<file path="src/pmst_pkg.sv">
// package: offsets, field layouts, reset values and timing for the pm trap block
package pmst_pkg;
  // configuration space offsets
  localparam logic [7:0] OFF_STOP_DELAY = 8'ha8;
  localparam logic [7:0] OFF_GPI_ROUTE = 8'hb8;
  localparam logic [7:0] OFF_FWD_EN = 8'hc0;
  localparam logic [7:0] OFF_MON4_BASE = 8'hc4;
  localparam logic [7:0] OFF_MON5_BASE = 8'hc6;
  localparam logic [7:0] OFF_MON6_BASE = 8'hc8;
  localparam logic [7:0] OFF_MON7_BASE = 8'hca;
  localparam logic [7:0] OFF_MON_MASK = 8'hcc;
  // fixed i/o ports
  localparam logic [15:0] IO_CMD_PORT = 16'h00b2;
  localparam logic [15:0] IO_SCRATCH_PORT = 16'h00b3;
  // reset values
  localparam logic [5:0] STOP_DELAY_RST = 6'h0d;
  localparam logic [7:0] BYTE_RST = 8'h00;
  localparam logic [31:0] ROUTE_RST = 32'h0000_0000;
  localparam logic [15:0] HALF_RST = 16'h0000;
  // field layout
  localparam int STOP_DELAY_W = 6;
  localparam int NUM_GPI = 16;
  localparam int NUM_MON = 4;
  localparam int FWD_LSB = 4;
  localparam int MASK_W = 4;
  // route codes
  localparam logic [1:0] ROUTE_NONE = 2'h0;
  localparam logic [1:0] ROUTE_SMI = 2'h1;
  localparam logic [1:0] ROUTE_SCI = 2'h2;
  // delay timing: about 3.88 us per code, so 0dh lands near 50 us and 3fh near 245 us
  localparam int CLK_NS = 40;
  localparam int DELAY_STEP_NS = 3870;
  localparam int DELAY_STEP_CYC = (DELAY_STEP_NS + CLK_NS - 1) / CLK_NS;
  localparam int STEP_CNT_W = 7;
endpackage

</file>
<file path="src/pmst_trap_config.sv">
// pm configuration, gpi routing, i/o monitor traps and legacy pm ports
`timescale 1ns/1ps
module pmst_trap_config
  import pmst_pkg::*;
#(
  parameter logic [15:0] GPI_PRESENT = 16'hffff
) (
  input wire logic sys_clk,
  input wire logic rst_b,
  // configuration space access, byte granular
  input wire logic cfgWrite,
  input wire logic cfgRead,
  input wire logic [7:0] cfgAddr,
  input wire logic [7:0] cfgWrData,
  output logic [7:0] cfgRdData,
  // processor i/o cycle, one-cycle strobe per cycle
  input wire logic ioValid,
  input wire logic ioWrite,
  input wire logic [15:0] ioAddr,
  input wire logic [7:0] ioWrData,
  input wire logic ioPosDecode,
  input wire logic ioTargetLpc,
  output logic [7:0] ioRdData,
  output logic ioClaim,
  output logic lpcForward,
  output logic [3:0] monitorTrapStatus,
  // enables and clear pulses from the pm i/o block
  input wire logic [3:0] monitorTrapEnable,
  input wire logic [3:0] monitorTrapClear,
  input wire logic commandPortSmiEnable,
  input wire logic commandSmiClear,
  input wire logic legacyPortDecodeEnable,
  // general inputs
  input wire logic [15:0] generalInputStatus,
  input wire logic [15:0] generalInputEventEnable,
  input wire logic [15:0] gpioIsInput,
  input wire logic sleeping,
  output logic wakeEvent,
  output logic osControlInterrupt,
  output logic systemMgmtInterrupt_b,
  // stop clock release sequencing
  input wire logic cpuSleepRelease,
  output logic stopClockRelease
);
  import pmst_pkg::*;

  typedef enum logic [1:0] {
    DLY_IDLE = 2'b01,
    DLY_COUNT = 2'b10
  } pmst_dly_e;

  logic [5:0] stopDelay_q;
  logic [31:0] route_q;
  logic [7:4] fwdEn_q;
  logic [15:0] monBase_q [NUM_MON];
  logic [15:0] monMask_q;
  logic [7:0] cmdPort_q;
  logic [7:0] scratch_q;
  logic [3:0] trapSts_q;
  logic cmdSmi_q;
  logic [3:0] monHit;
  logic cmdHit;
  logic scratchHit;
  pmst_dly_e dlyState_q;
  // release delay counters; one step is DELAY_STEP_CYC clocks
  logic [STOP_DELAY_W-1:0] stepsLeft_q;
  logic [STEP_CNT_W-1:0] stepCyc_q;
  logic gpiSmi;

  function automatic logic monMatch(input logic [15:0] addr, input logic [15:0] base,
                                    input logic [3:0] mask);
    monMatch = (addr[15:4] == base[15:4]) &&
               (((addr[3:0] ^ base[3:0]) & ~mask) == 4'h0);
  endfunction

  // configuration registers
  // absent gpi route pairs never load, so they read back zero
  // bases and mask are byte halves, low byte at the even offset
  always_ff @(posedge sys_clk or negedge rst_b) begin
    if (!rst_b) begin
      stopDelay_q <= STOP_DELAY_RST;
      route_q <= ROUTE_RST;
      fwdEn_q <= 4'h0;
      monMask_q <= HALF_RST;
      for (int i = 0; i < NUM_MON; i++) begin
        monBase_q[i] <= HALF_RST;
      end
    end else if (cfgWrite) begin
      if (cfgAddr == OFF_STOP_DELAY) begin
        stopDelay_q <= cfgWrData[5:0];
      end
      for (int b = 0; b < 4; b++) begin
        if (cfgAddr == OFF_GPI_ROUTE + 8'(b)) begin
          for (int k = 0; k < 4; k++) begin
            if (GPI_PRESENT[b*4+k]) begin
              route_q[b*8+k*2 +: 2] <= cfgWrData[k*2 +: 2];
            end
          end
        end
      end
      if (cfgAddr == OFF_FWD_EN) begin
        fwdEn_q <= cfgWrData[7:FWD_LSB];
      end
      for (int i = 0; i < NUM_MON; i++) begin
        if (cfgAddr == OFF_MON4_BASE + 8'(2 * i)) begin
          monBase_q[i][7:0] <= cfgWrData;
        end
        if (cfgAddr == OFF_MON4_BASE + 8'(2 * i + 1)) begin
          monBase_q[i][15:8] <= cfgWrData;
        end
      end
      if (cfgAddr == OFF_MON_MASK) begin
        monMask_q[7:0] <= cfgWrData;
      end
      if (cfgAddr == OFF_MON_MASK + 8'h01) begin
        monMask_q[15:8] <= cfgWrData;
      end
    end
  end

  // configuration read mux; reserved bits read zero
  // unmapped offsets fall through to zero
  always_ff @(posedge sys_clk or negedge rst_b) begin
    if (!rst_b) begin
      cfgRdData <= BYTE_RST;
    end else if (cfgRead) begin
      cfgRdData <= BYTE_RST;
      if (cfgAddr == OFF_STOP_DELAY) begin
        cfgRdData <= {2'h0, stopDelay_q};
      end
      for (int b = 0; b < 4; b++) begin
        if (cfgAddr == OFF_GPI_ROUTE + 8'(b)) begin
          cfgRdData <= route_q[b*8 +: 8];
        end
      end
      if (cfgAddr == OFF_FWD_EN) begin
        cfgRdData <= {fwdEn_q, 4'h0};
      end
      for (int i = 0; i < NUM_MON; i++) begin
        if (cfgAddr == OFF_MON4_BASE + 8'(2 * i)) begin
          cfgRdData <= monBase_q[i][7:0];
        end
        if (cfgAddr == OFF_MON4_BASE + 8'(2 * i + 1)) begin
          cfgRdData <= monBase_q[i][15:8];
        end
      end
      if (cfgAddr == OFF_MON_MASK) begin
        cfgRdData <= monMask_q[7:0];
      end
      if (cfgAddr == OFF_MON_MASK + 8'h01) begin
        cfgRdData <= monMask_q[15:8];
      end
    end
  end

  // address compare is combinational so the forward decision lands in the cycle
  always_comb begin
    for (int i = 0; i < NUM_MON; i++) begin
      monHit[i] = ioValid && monMatch(ioAddr, monBase_q[i], monMask_q[i*MASK_W +: MASK_W]);
    end
  end

  assign cmdHit = ioValid && legacyPortDecodeEnable && (ioAddr == IO_CMD_PORT);
  assign scratchHit = ioValid && legacyPortDecodeEnable && (ioAddr == IO_SCRATCH_PORT);
  assign ioClaim = cmdHit || scratchHit;
  // forwarding ignores trap enables and positive decode
  assign lpcForward = ioValid && ioTargetLpc && |(monHit & fwdEn_q);

  // trap status: set wins over clear
  // status latches only when some agent decodes the cycle
  // clear pulses come from the pm i/o block
  always_ff @(posedge sys_clk or negedge rst_b) begin
    if (!rst_b) begin
      trapSts_q <= 4'h0;
    end else begin
      for (int i = 0; i < NUM_MON; i++) begin
        if (monHit[i] && monitorTrapEnable[i] && ioPosDecode) begin
          trapSts_q[i] <= 1'b1;
        end else if (monitorTrapClear[i]) begin
          trapSts_q[i] <= 1'b0;
        end
      end
    end
  end
  assign monitorTrapStatus = trapSts_q;

  // legacy ports
  // decode enable gates both ports; addresses are fixed
  always_ff @(posedge sys_clk or negedge rst_b) begin
    if (!rst_b) begin
      cmdPort_q <= BYTE_RST;
      scratch_q <= BYTE_RST;
    end else if (ioWrite) begin
      if (cmdHit) begin
        cmdPort_q <= ioWrData;
      end
      if (scratchHit) begin
        scratch_q <= ioWrData;
      end
    end
  end

  always_ff @(posedge sys_clk or negedge rst_b) begin
    if (!rst_b) begin
      cmdSmi_q <= 1'b0;
    // command smi stays pending until the handler clears it
    // a write in the clear cycle wins so no command is lost
    end else if (cmdHit && ioWrite && commandPortSmiEnable) begin
      cmdSmi_q <= 1'b1;
    end else if (commandSmiClear) begin
      cmdSmi_q <= 1'b0;
    end
  end

  always_ff @(posedge sys_clk or negedge rst_b) begin
    if (!rst_b) begin
      ioRdData <= BYTE_RST;
    // reads outside the two ports return zero
    end else if (ioValid && !ioWrite) begin
      ioRdData <= cmdHit ? cmdPort_q : (scratchHit ? scratch_q : BYTE_RST);
    end
  end

  // gpi routing
  // reserved route code 11 is treated as no effect
  // wake ignores the route field while sleeping
  always_comb begin
    gpiSmi = 1'b0;
    osControlInterrupt = 1'b0;
    wakeEvent = 1'b0;
    for (int n = 0; n < NUM_GPI; n++) begin
      if (GPI_PRESENT[n] && gpioIsInput[n] && generalInputStatus[n] &&
          generalInputEventEnable[n]) begin
        if (route_q[n*2 +: 2] == ROUTE_SMI) begin
          gpiSmi = 1'b1;
        end
        if (route_q[n*2 +: 2] == ROUTE_SCI) begin
          osControlInterrupt = 1'b1;
        end
      end
      if (sleeping && GPI_PRESENT[n] && generalInputStatus[n] &&
          generalInputEventEnable[n]) begin
        wakeEvent = 1'b1;
      end
    end
  end

  // active-low combine; the gpi path is a level, not latched here
  assign systemMgmtInterrupt_b = !(|trapSts_q || cmdSmi_q || gpiSmi);

  // stop clock release delay: code steps of about 3.9 us each
  // a new release request while counting is ignored
  always_ff @(posedge sys_clk or negedge rst_b) begin
    if (!rst_b) begin
      dlyState_q <= DLY_IDLE;
      stepsLeft_q <= '0;
      stepCyc_q <= '0;
      stopClockRelease <= 1'b0;
    end else begin
      stopClockRelease <= 1'b0;
      unique case (dlyState_q)
        DLY_IDLE: begin
          if (cpuSleepRelease) begin
            // codes 00h/01h are illegal; clamp so the delay never collapses
            stepsLeft_q <= (stopDelay_q < 6'h02) ? 6'h02 : stopDelay_q;
            stepCyc_q <= STEP_CNT_W'(DELAY_STEP_CYC - 1);
            dlyState_q <= DLY_COUNT;
          end
        end
        DLY_COUNT: begin
          if (stepCyc_q != '0) begin
            stepCyc_q <= stepCyc_q - 1'b1;
          end else if (stepsLeft_q == 6'h01) begin
            stopClockRelease <= 1'b1;
            dlyState_q <= DLY_IDLE;
          end else begin
            stepsLeft_q <= stepsLeft_q - 1'b1;
            stepCyc_q <= STEP_CNT_W'(DELAY_STEP_CYC - 1);
          end
        end
        default: dlyState_q <= DLY_IDLE;
      endcase
    end
  end
endmodule

</file>
<file path="config.mk">
export PLATFORM = sky130hd
export DESIGN_NAME = pmst_trap_config
export DESIGN_NICKNAME = d
export VERILOG_FILES = /design/src/pmst_pkg.sv /design/src/pmst_trap_config.sv
export SDC_FILE = /design/constraint.sdc
export NUM_CORES = 1
export LEC_CHECK = 0
export ABC_AREA = 1
export BUFFER_PORTS_ARGS = -buffer_cell sky130_fd_sc_hd__buf_2
export CAP_MARGIN = 20
export CORE_MARGIN = 2
export CORE_UTILIZATION = 29
export CTS_BUF_LIST = sky130_fd_sc_hd__clkbuf_4
export DETAILED_ROUTE_END_ITERATION = 6
export GPL_ROUTABILITY_DRIVEN = 0
export PLACE_DENSITY = 0.42
export SETUP_SLACK_MARGIN = 0.2
export SYNTH_ARGS = -nofsm -noshare
export SYNTH_HDL_FRONTEND = slang
export SYNTH_SLANG_ARGS = --single-unit
</file>
<file path="constraint.sdc">
create_clock -name sys_clk -period 4 [get_ports sys_clk]
set_input_delay 1.2 -clock sys_clk [delete_from_list [all_inputs] [get_ports sys_clk]]
set_output_delay 1.2 -clock sys_clk [all_outputs]
set_load 0.005 [all_outputs]
</file>
=== Word-level counts from Yosys, hierarchy flattened ===
Cells that the tools add are included.
Widths: inputs -> output; s select.

* Add/sub/neg operators: 2
* Bitwise logic cells: 13
* Multiplexer cells: 124
* Div/mod/pow operators: 0
* Magnitude comparators: 1
* Multiply operators: 0
* Shift operators: 0
* Reduce and logical (&&, ||, !) cells: 127
* Equality and inequality tests: 62

{| class="wikitable"
|+ Operators with widths
! kind !! count
|-
| $mux 8 || 17
|-
| $eq 8x8->1 const B || 16
|-
| $mux 1 || 93
|-
| $logic_and 1x1->1 || 88
|-
| $eq 12x12->1 || 4
|-
| $reduce_and 2->1 || 18
|-
| $eq 2x1->1 const B || 17
|-
| $eq 2x2->1 const B || 17
|-
| $eq 16x8->1 const B || 2
|-
| $mux 6 || 5
|-
| $mux 7 || 3
|-
| $and 4x4->4 || 5
|-
| $logic_not 4->1 || 4
|-
| $not 4->4 || 4
|-
| $xor 4x4->4 || 4
|-
| $pmux 7 s2 || 1
|-
| $pmux 6 s2 || 1
|-
| $reduce_bool 2->1 || 6
|-
| $ne 2x2->1 const B || 4
|-
| $reduce_or 4->1 || 2
|-
| $reduce_bool 7->1 || 1
|-
| $sub 7x1->7 const B || 1
|-
| $eq 6x1->1 const B || 1
|-
| $lt 6x2->1 const B || 1
|-
| 8 further kinds || 14
|}

* RAM bits: 0
* ROM bits: 0
* Latch bits: 0
* Output and inout port bits: 26
* Flip-flop bits (word level): 175
* Memories: 0
* Word-level logic and storage cells: 358

=== Depth between registers and ports, before layout ===
Gate-level depths: netlist of run 1.

* Depth in word-level cells: 35
* Mapped depth: 16
* Depth with buffers taken out: 15

=== Worst setup path before layout of run 1 ===
No wires, ideal clock.

* Kind: input port to output port
* Start point: in ioAddr[10]
* End point: out lpcForward
* Data arrival time: 2.336 ns
* Required time: 2.800 ns
* Path slack: 0.464 ns
* Stages on the path: 8
* Path buffers: 1
* Path through: clkbuf_1 xnor2_1 nand3_1 nor4_1 nand3_1 o22ai_1 nor2_1 nor2_1

* Word-level cells in the longest chain between the ends: 6
* Elaborated cells on any way between the ends: 15
* Classes of those cells: eq/ne (4); bitwise (1); reduce/logical (10)

{| class="wikitable"
|+ Ends and longest elaborated chain
! what !! RTL line !! source
|-
| start: declaration || pmst_trap_config.sv:19 || <nowiki>input wire logic [15:0] ioAddr,</nowiki>
|-
| $eq 12x12->1 || pmst_trap_config.sv:72 || <nowiki>monMatch = (addr[15:4] == base[15:4]) &&</nowiki>
|-
| $logic_and 1x1->1 || pmst_trap_config.sv:72 ||
|-
| $logic_and 1x1->1 || pmst_trap_config.sv:159 || <nowiki>monHit[i] = ioValid && monMatch(ioAddr, monBase_q[i], monMask_q[i*MASK_W +: MASK_W]);</nowiki>
|-
| $and 4x4->4 * || pmst_trap_config.sv:167 || <nowiki>assign lpcForward = ioValid && ioTargetLpc && |(monHit & fwdEn_q);</nowiki>
|-
| $reduce_or 4->1 * || pmst_trap_config.sv:167 ||
|-
| $logic_and 1x1->1 * || pmst_trap_config.sv:167 ||
|-
| end: declaration || pmst_trap_config.sv:25 || <nowiki>output logic lpcForward,</nowiki>
|}

Every way passes the cells marked *; elsewhere a longest branch is shown, timed or not.

=== Worst setup path in the final report of run 1 ===
* Start point: in ioAddr[9]
* End point: out lpcForward

Same word-level chain as after synthesis.

==> metrics.cfg, run 1 <==
[status]
status=completed

[logic_synthesis]
synth.top_cells.by_area=dfrtp_1 45%, nand2_1 14%, o21ai_0 9.5%, inv_1 5.8%, nand3_1 3.7%
synth_seq_area_share=0.458
ys_top_cells_by_count=364 x nand2_1, 182 x o21ai_0, 171 x dfrtp_1
synth_most_common_cell=nand2_1
synth_seq_cells=175
synth_fp_nets=1375
synth_edf_count=0
synthFlopType=dfrtp_1
yosysWarnings=0
ys_types=51
syn_area_per_cell_um2=7.59
synth_cells=1261
syn_area_um2=9570
synth_top_area_frac=0.447
async_flop_share=1.00
yosysTopAreaCell=dfrtp_1

[sta]
grt_setup_unrepaired=true
finalCriticalPeriod_ps=3810
tns_ps=0
relSlewSlack=0.419
slew_violations=0
skew_ps=47.2
finalSetupViolations=0
fmax_ghz=0.262
layout_setup_ws_ps=188
finalHoldViolCount=0
worst_slew_pin_slew_ps=871
finalCritPeriodShare=0.953

[cts]
cts_root_buffer=clkbuf_4
clockBufferDepth=2
hold_buffers=0
numCtsBuffers=17
cts_tree=yes
clkSinkCount=175
clk_latency_ps=610
clkTransAtPathRegs_ps=160
htreeDepth=4

[die]
die_x_um=186
die_area_um2=34500
core_area_um2=32500
start_util=0.294
row_count=66
die_y_um=186
io_pins=135

[hold_path]
min_path_type=register to register

[global_routing]
grt_max_degree=86
antenna_found_initial=2
grt.overflow.total=0
grt_usage=0.211
grt_pass1_vias=8772
grt_pass1_wl_mm=53.8

[setup_path]
path_cells=clkbuf_4, xnor2_1, nand3_1, nor4_2, nand3_1, o22ai_1, nor2_1, nor2_1, buf_2
crit_fanout=7
worstSetupEndpointType=primary output
crit_required_ps=2800
cp.arrival_ps=2610
cpPeakStageDelay_ps=350
cp_top_family=simple AND/OR/NAND/NOR gates
start_kind=input pin
crit_type=input pin to primary output
crit_buf_inv=2
crit_slowest_cell=nor4_2

[pwr]
power_density_nw_per_um2=340
leakagePower_nw=5.25
ir_worst_vdd_uv=163
power.total_mw=3.88

[placed_design]
dp_hpwl_mm=26.3
dp_slack_ps=75.6
portBuffers=134

[routing]
dr.pass1.iters=6
wire_per_inst_um=18.9
initialDrtViolationCount=647
postRouteAntennaNets=0
vias=9058
wl_mm=35.4
routed_via_density=4.84
drc_errors=0

[final_layout]
finish.utilization=0.351
nets=1529
layout-drive-gt1-share=0.190
syn_to_final_growth_pct=19.2

[flow_run]
maxCapViolCount=0

## metrics by stage
stage	hold WS (ps)	cell area [um^2]	std cells
final	499	11400	1872
after global placement	465	10800	1818
after floorplan	449	9570	1261
after CTS	506	11300	1868
after global routing	522	11400	1871
after detailed placement	468	10800	1818
## worst register-to-register path, cell delays in order (launching register included)
cell     delay (ps)
dfrtp_1         500
xnor2_4         190
nand3_2         120
nor4_4          280
nand4_1         190
buf_4           180
buf_4           120
buf_4           120
buf_4           130
buf_4           120
buf_4           120
buf_4           120
buf_4           120
buf_4           120
buf_4           120
buf_4           130
buf_6           100
buf_6           100
buf_4           110
buf_4           120
buf_6           110
buf_6           100
buf_6           120
o22ai_2         110
## flip-flops by register name (all words and copies together), names as in the netlist
register and flops:
monitorTrapStatus 4, cfgRdData 8, scratch_q 8, stopClockRelease 1
route_q 32, fwdEn_q 4, ioRdData 8, stepsLeft_q 6
cmdSmi_q 1, dlyState_q 2, monBase_q 64, cmdPort_q 8
stopDelay_q 6, stepCyc_q 7, monMask_q 16
## placed cells by master, fill, tap and decap left out, types with 10 or more instances in the layout
master / count
nand3_1: 69
dfrtp_1: 171
a21oi_1: 27
inv_2: 12
clkbuf_4: 19
o2111ai_1: 11
o21ai_0: 180
nor3_1: 10
inv_1: 138
xnor2_1: 17
o22ai_1: 20
buf_2: 125
nand2_1: 364
nor2_1: 81
buf_4: 36
nand4_1: 29
## logic make-up (layout without fill, tap and decap cells)
family                     after synthesis  after routing  synth area share
xor gates and xnor gates                22             22            0.0201
muxes                                    8              8           0.00941
adders and majority gates                5              5           0.00654
other                                    0              2                 0
DFF                                    175            175             0.458
and+or+nand+nor                        593            593             0.272
AOI/OAI and AO/OA                      268            268             0.156
buffers and inverters                  190            357            0.0776
## repair_timing
| action | in CTS | in global routing |
|---|---|---|
| setup endpoints to repair | 1 | 2 |
| resized for setup | 15 | 30 |
| pin swaps | 7 | 10 |
| setup buffers | 18 | 2 |
## routing by layer
metal	vias to the layer above	part of all wire	wire, um	global-route usage
met4	2	0.030	1060	0.0765
met3	53	0.048	1690	0.0266
li1	4478	-	-	-
met1	4246	0.45	15900	0.281
met2	279	0.47	16700	0.350
met5	-	0.00037	13	0
## final cells by class
class                      count  area [um^2]
antenna                        2         5.00
clock buffer                  18          135
clock inverter                14          168
fill                        3537        21100
inverter                     153          577
multi-input combinational    896         4550
sequential                   175         4380
tap                          442          553
timing repair buffer         172         1040
## power by group
group / switching [mW] / internal [mW]
Clock: 0.748 / 0.348
Combinational: 0.506 / 0.272
Sequential: 0.113 / 1.89
## final timing paths
| check | start | slack, ps | end | cells past startpoint |
|---|---|---|---|---|
| min | cfgRdData[4]$_DFFE_PN0P_ | 500 | cfgRdData[4]$_DFFE_PN0P_ | 2 |
| max reg2reg | monBase_q[26]$_DFFE_PN0P_ | 420 | monitorTrapStatus[2]$_DFFE_PN0P_ | 23 |
| max | ioAddr[9] | 190 | lpcForward | 9 |
| min reg2reg | cfgRdData[4]$_DFFE_PN0P_ | 500 | cfgRdData[4]$_DFFE_PN0P_ | 2 |
| min in group asynchronous | rst_b | 650 | monBase_q[58]$_DFFE_PN0P_ | 1 |
| max in group asynchronous | rst_b | 2490 | dlyState_q[0]$_DFFE_PN1P_ | 2 |
(Power assumes the default switching activity.)
==> run 2: changes to the inputs <==
==> constraint.sdc (replaced) <==
create_clock -name sys_clk -period 3.85 [get_ports sys_clk]
set_input_delay 1.155 -clock sys_clk [delete_from_list [all_inputs] [get_ports sys_clk]]
set_output_delay 1.155 -clock sys_clk [all_outputs]
set_load 0.005 [all_outputs]
==> metrics.cfg, run 2 (same netlist as run 1, synthesis figures left out) <==
[status]
status=completed  ; unchanged

[routing]
drc_errors=0  ; unchanged
dr.pass1.iters=6  ; unchanged
routed_via_density=4.85  ; was 4.84
wl_mm=35.6  ; was 35.4 mm
vias=9056  ; was 9058
initialDrtViolationCount=590  ; was 647
postRouteAntennaNets=0  ; unchanged
wire_per_inst_um=19.1  ; was 18.9 um

[pwr]
leakagePower_nw=5.24  ; was 5.25 nW
ir_worst_vdd_uv=156  ; was 163 uV
power_density_nw_per_um2=357  ; was 340 nW/um^2

[sta]
grt_setup_unrepaired=true  ; unchanged
skew_ps=37.1  ; was 47.2 ps
relSlewSlack=0.404  ; was 0.419
fmax_ghz=0.262
finalCriticalPeriod_ps=3820
worst_slew_pin_slew_ps=893  ; was 871 ps
slew_violations=0  ; unchanged
finalCritPeriodShare=0.992
finalHoldViolCount=0  ; unchanged
finalSetupViolations=0  ; unchanged
layout_setup_ws_ps=30.3  ; was 188 ps

[setup_path]
worstSetupEndpointType=primary output  ; unchanged
crit_buf_inv=3  ; was 2
cp.arrival_ps=2660  ; was 2610 ps
crit_required_ps=2690  ; was 2800 ps
crit_type=input pin to primary output  ; unchanged
path_common_cell=buf_2
crit_fanout=6  ; was 7
path_cells=buf_2, inv_2, nand2_1, nand3_1, nor4_2, nand4_1, o22ai_2, nor2_2, nor2_1, buf_2  ; was clkbuf_4, xnor2_1, nand3_1, nor4_2, nand3_1, o22ai_1, nor2_1, nor2_1, buf_2
cpPeakStageDelay_ps=260  ; was 350 ps
cp_top_family=simple AND/OR/NAND/NOR gates  ; unchanged
start_kind=input pin  ; unchanged
crit_slowest_cell=nor4_2  ; unchanged

[placed_design]
portBuffers=134  ; unchanged
dp_hpwl_mm=26.4  ; was 26.3 mm
dp_slack_ps=47.0  ; was 75.6 ps

[final_layout]
final_cell_mix=363 x nand2_1, 178 x o21ai_0, 171 x dfrtp_1  ; was 364 x nand2_1, 180 x o21ai_0, 171 x dfrtp_1
largest_reg_flops=64  ; unchanged
seqCellArea_um2=4380  ; unchanged
multi_input_area_um2=4510  ; was 4550 um^2
final.fill_count=3598  ; was 3537
nets=1526  ; was 1529
layout-drive-gt1-share=0.189  ; was 0.190
syn_to_final_growth_pct=18.4  ; was 19.2%
top_register=monBase_q  ; unchanged
finish.utilization=0.348  ; was 0.351
reg_top3=monBase_q (64), route_q (32), monMask_q (16)  ; unchanged
final_common_cell=nand2_1  ; unchanged

[global_routing]
grt_max_degree=71  ; was 86
grt_pass1_vias=8817  ; was 8772
grt_pass1_wl_mm=53.7  ; was 53.8 mm
use_met3=0.0354  ; was 0.0266
grt_usage=0.210  ; was 0.211
grt.overflow.total=0  ; unchanged
antenna_found_initial=3  ; was 2
grt.met1_usage=0.273  ; was 0.281
use_met2=0.353  ; was 0.350
busiest_layer=met2  ; unchanged

[cts]
numCtsBuffers=17  ; unchanged
htreeDepth=4  ; unchanged
cts_root_buffer=clkbuf_4  ; unchanged
clk_latency_ps=610  ; about the same
clkSinkCount=175  ; unchanged
cts_tree=yes  ; unchanged
hold_buffers=0  ; unchanged
clkTransAtPathRegs_ps=150  ; was 160 ps
clockBufferDepth=2  ; unchanged

[die]
start_util=0.294  ; unchanged
die_area_um2=34500  ; unchanged
die_x_um=186  ; unchanged
row_count=66  ; unchanged
io_pins=135  ; unchanged
die_y_um=186  ; unchanged
core_area_um2=32500  ; unchanged

[flow_run]
maxCapViolCount=0  ; unchanged

[hold_path]
min_path_type=register to register  ; unchanged

## run 2: path summary, 6_finish.rpt
| kind | from | end | slack (ps) | cells after the start |
|---|---|---|---|---|
| setup / recovery | ioAddr[12] | lpcForward | 30 | 10 |
| hold / removal | cfgRdData[4]$_DFFE_PN0P_ | cfgRdData[4]$_DFFE_PN0P_ | 510 | 2 |
| setup reg to reg | dlyState_q[0]$_DFFE_PN1P_ | stepCyc_q[3]$_DFFE_PN0P_ | 1600 | 10 |
| hold reg to reg | cfgRdData[4]$_DFFE_PN0P_ | cfgRdData[4]$_DFFE_PN0P_ | 510 | 2 |
| max in group asynchronous | rst_b | dlyState_q[0]$_DFFE_PN1P_ | 2500 | 2 |
| min in group asynchronous | rst_b | monBase_q[16]$_DFFE_PN0P_ | 540 | 1 |
## run 2: cell type report
type | count | share of cell area
antenna | 1 | 0.000221
multi-input combinational | 896 | 0.398
inverter | 153 | 0.0519
clock buffer | 17 | 0.0113
sequential | 175 | 0.387
tap | 442 | 0.0488
timing repair buffer | 169 | 0.0887
clock inverter | 15 | 0.0142
## run 2: worst min-delay path: stages (launching register included)
cell and delay (ps):
dfrtp_1 380, nand2_1 60, nand2_1 50
## run 2: report_power, final
group	total, mW	internal [mW]	switching [mW]
Combinational	0.817	0.286	0.532
Clock	1.15	0.358	0.790
Sequential	2.08	1.97	0.114
Total	4.05	2.61	1.44
## run 2: what timing repair did
action,CTS,global route
setup endpoints to repair,1,1
pin swaps,4,16
gates resized for setup,6,40
buffers inserted,1,8
## run 2: per-stage QoR
step	TNS [ps]	cell area [um^2]	power [mW]	hold WS (ps)	std cells
4_1_cts	0	11200	4.08	508	1859
5_1_grt	-61.2	11300	4.32	518	1868
3_5_place_dp	0	10900	2.92	469	1826
6_report	0	11300	4.05	506	1868
3_3_place_gp	0	10900	2.92	464	1826
2_1_floorplan	0	9570	2.60	449	1261
## run 2: layer usage
layer  up-vias  share of wire
met5         -        0.00037
met4         2          0.028
met3        54          0.051
met2       266           0.47
met1      4271           0.45
li1       4463              -
==> run 3: changes to the inputs <==
--- a/config.mk
+++ b/config.mk
@@ -8,13 +8,14 @@
 export ABC_AREA = 1
 export BUFFER_PORTS_ARGS = -buffer_cell sky130_fd_sc_hd__buf_2
 export CAP_MARGIN = 20
-export CORE_MARGIN = 2
+export CORE_MARGIN = 3
 export CORE_UTILIZATION = 29
 export CTS_BUF_LIST = sky130_fd_sc_hd__clkbuf_4
 export DETAILED_ROUTE_END_ITERATION = 6
 export GPL_ROUTABILITY_DRIVEN = 0
 export PLACE_DENSITY = 0.42
 export SETUP_SLACK_MARGIN = 0.2
+export SKIP_LAST_GASP = 1
 export SYNTH_ARGS = -nofsm -noshare
 export SYNTH_HDL_FRONTEND = slang
 export SYNTH_SLANG_ARGS = --single-unit
==> metrics.cfg, run 3 (same netlist as run 1, synthesis figures left out) <==
[setup_path]
cp_top_family=simple AND/OR/NAND/NOR gates  ; unchanged
crit_required_ps=2690  ; about the same
crit_type=input pin to primary output  ; unchanged
crit_slowest_cell=nor4_2  ; unchanged
crit_buf_inv=2  ; was 3
path_cells=buf_2, xnor2_1, nand3_1, nor4_2, nand3_1, o22ai_1, nor2_1, nor2_1, buf_2  ; was buf_2, inv_2, nand2_1, nand3_1, nor4_2, nand4_1, o22ai_2, nor2_2, nor2_1, buf_2
cpPeakStageDelay_ps=320  ; was 260 ps
start_kind=input pin  ; unchanged
crit_fanout=7  ; was 6
cp.arrival_ps=2560  ; was 2660 ps
worstSetupEndpointType=primary output  ; unchanged

[routing]
top_layer_used=met5  ; unchanged
m1WireLength_mm=16.0  ; was 15.9 mm
routed_via_density=4.79  ; was 4.85
dr.pass1.iters=5  ; was 6
initialDrtViolationCount=788  ; was 590
vias=8872  ; was 9056
wl_mm=35.4  ; was 35.6 mm
dr_wl_met3_mm=1.55  ; was 1.83 mm
wl_met2_mm=16.8  ; was 16.9 mm
wire_per_inst_um=19.1  ; about the same
drc_errors=0  ; unchanged
postRouteAntennaNets=0  ; unchanged

[cts]
clockBufferDepth=2  ; unchanged
clk_latency_ps=630  ; was 610 ps
cts_root_buffer=clkbuf_4  ; unchanged
htreeDepth=4  ; unchanged
clkTransAtPathRegs_ps=180  ; was 150 ps
clkSinkCount=175  ; unchanged
cts_tree=yes  ; unchanged
numCtsBuffers=17  ; unchanged

[sta]
tns_ps=0  ; unchanged
slew_violations=0  ; unchanged
relSlewSlack=0.387  ; was 0.404
skew_ps=29.5  ; was 37.1 ps
fmax_ghz=0.269  ; was 0.262 GHz
grt_setup_unrepaired=true  ; unchanged
finalHoldViolCount=0  ; unchanged
worst_slew_pin_slew_ps=919  ; was 893 ps
finalSetupViolations=0  ; unchanged
finalCriticalPeriod_ps=3710  ; was 3820 ps
finalCritPeriodShare=0.964  ; was 0.992

[flow_run]
maxCapViolCount=0  ; unchanged

[final_layout]
reg_top3=monBase_q (64), route_q (32), monMask_q (16)  ; unchanged
fin_cells=1854  ; was 1868
nets=1519  ; was 1526
syn_to_final_growth_pct=16.8  ; was 18.4%
final_cell_mix=364 x nand2_1, 182 x o21ai_0, 171 x dfrtp_1  ; was 363 x nand2_1, 178 x o21ai_0, 171 x dfrtp_1
final.fill_count=3554  ; was 3598
final_common_cell=nand2_1  ; unchanged
layout-drive-gt1-share=0.176  ; was 0.189
finish.utilization=0.349  ; was 0.348
largest_reg_flops=64  ; unchanged
top_register=monBase_q  ; unchanged

[global_routing]
grt_max_degree=47  ; was 71
grt.overflow.total=0  ; unchanged
grt_pass1_wl_mm=54.9  ; was 53.7 mm
grt_pass1_vias=8994  ; was 8817
antenna_found_initial=2  ; was 3
grt_usage=0.204  ; was 0.210

[die]
die_y_um=188  ; was 186 um
die_x_um=188  ; was 186 um
start_util=0.299  ; was 0.294
die_area_um2=35200  ; was 34500 um^2
row_count=65  ; was 66
io_pins=135  ; unchanged
core_area_um2=32000  ; was 32500 um^2

[pwr]
power_density_nw_per_um2=353  ; was 357 nW/um^2
ir_worst_vdd_uv=143  ; was 156 uV
leakagePower_nw=5.16  ; was 5.24 nW

[placed_design]
portBuffers=134  ; unchanged
dp.cells=1816  ; was 1826
dp_hpwl_mm=26.9  ; was 26.4 mm

[status]
status=completed  ; unchanged

[hold_path]
min_path_type=input pin to asynchronous set/reset pin  ; was register to register

run 3: layout make-up:
class / instances / area, um^2 / area share
antenna: 1 / 2.50 / 0.000224
clock buffer: 17 / 128 / 0.0114
clock inverter: 15 / 153 / 0.0137
inverter: 153 / 581 / 0.0519
multi-input combinational: 896 / 4470 / 0.400
sequential: 175 / 4380 / 0.392
tap: 435 / 544 / 0.0487
timing repair buffer: 162 / 915 / 0.0818
run 3: worst paths after layout:
check,start,slack (ps),endpoint,depth (start not counted)
max in group asynchronous,rst_b,2640,ioRdData[2]$_DFFE_PN0P_,2
min in group sys_clk,route_q[31]$_DFFE_PN0P_,500,route_q[31]$_DFFE_PN0P_,2
hold / removal,rst_b,420,dlyState_q[1]$_DFFE_PN0P_,1
setup reg to reg,dlyState_q[0]$_DFFE_PN1P_,1560,stepCyc_q[3]$_DFFE_PN0P_,10
hold reg to reg,route_q[31]$_DFFE_PN0P_,500,route_q[31]$_DFFE_PN0P_,2
setup / recovery,ioAddr[8],140,lpcForward,9
run 3: repair_timing:
action / 4_1_cts / 5_1_grt
endpoints found under the hold margin: 0 / 0
hold buffers: 0 / 0
buffers inserted: 1 / 4
pin swaps: 1 / 5
endpoints found under the setup margin: 1 / 1
resized for setup: 4 / 5
run 3: routing by layer:
metal / vias up / track usage
met5: - / 0
met4: 2 / 0.0707
met3: 48 / 0.0327
met2: 248 / 0.342
met1: 4136 / 0.268
li1: 4438 / -
run 3: through the flow:
stage / cell area [um^2] / setup slack, ps / power, mW / hold slack [ps]
after global placement: 10800 / 57.3 / 2.92 / 467
after detailed placement: 10800 / 16.4 / 2.92 / 469
after global routing: 11200 / -37.8 / 4.24 / 391
final: 11200 / 138 / 3.94 / 424
after floorplan: 9570 / 404 / 2.60 / 449
after CTS: 11100 / 134 / 4.01 / 379
run 3: report_power, final:
part | internal (mW) | total (mW) | switching (mW)
registers | 1.97 | 2.08 | 0.115
logic | 0.276 | 0.799 | 0.522
clock network | 0.286 | 1.06 | 0.776
total | 2.53 | 3.94 | 1.41
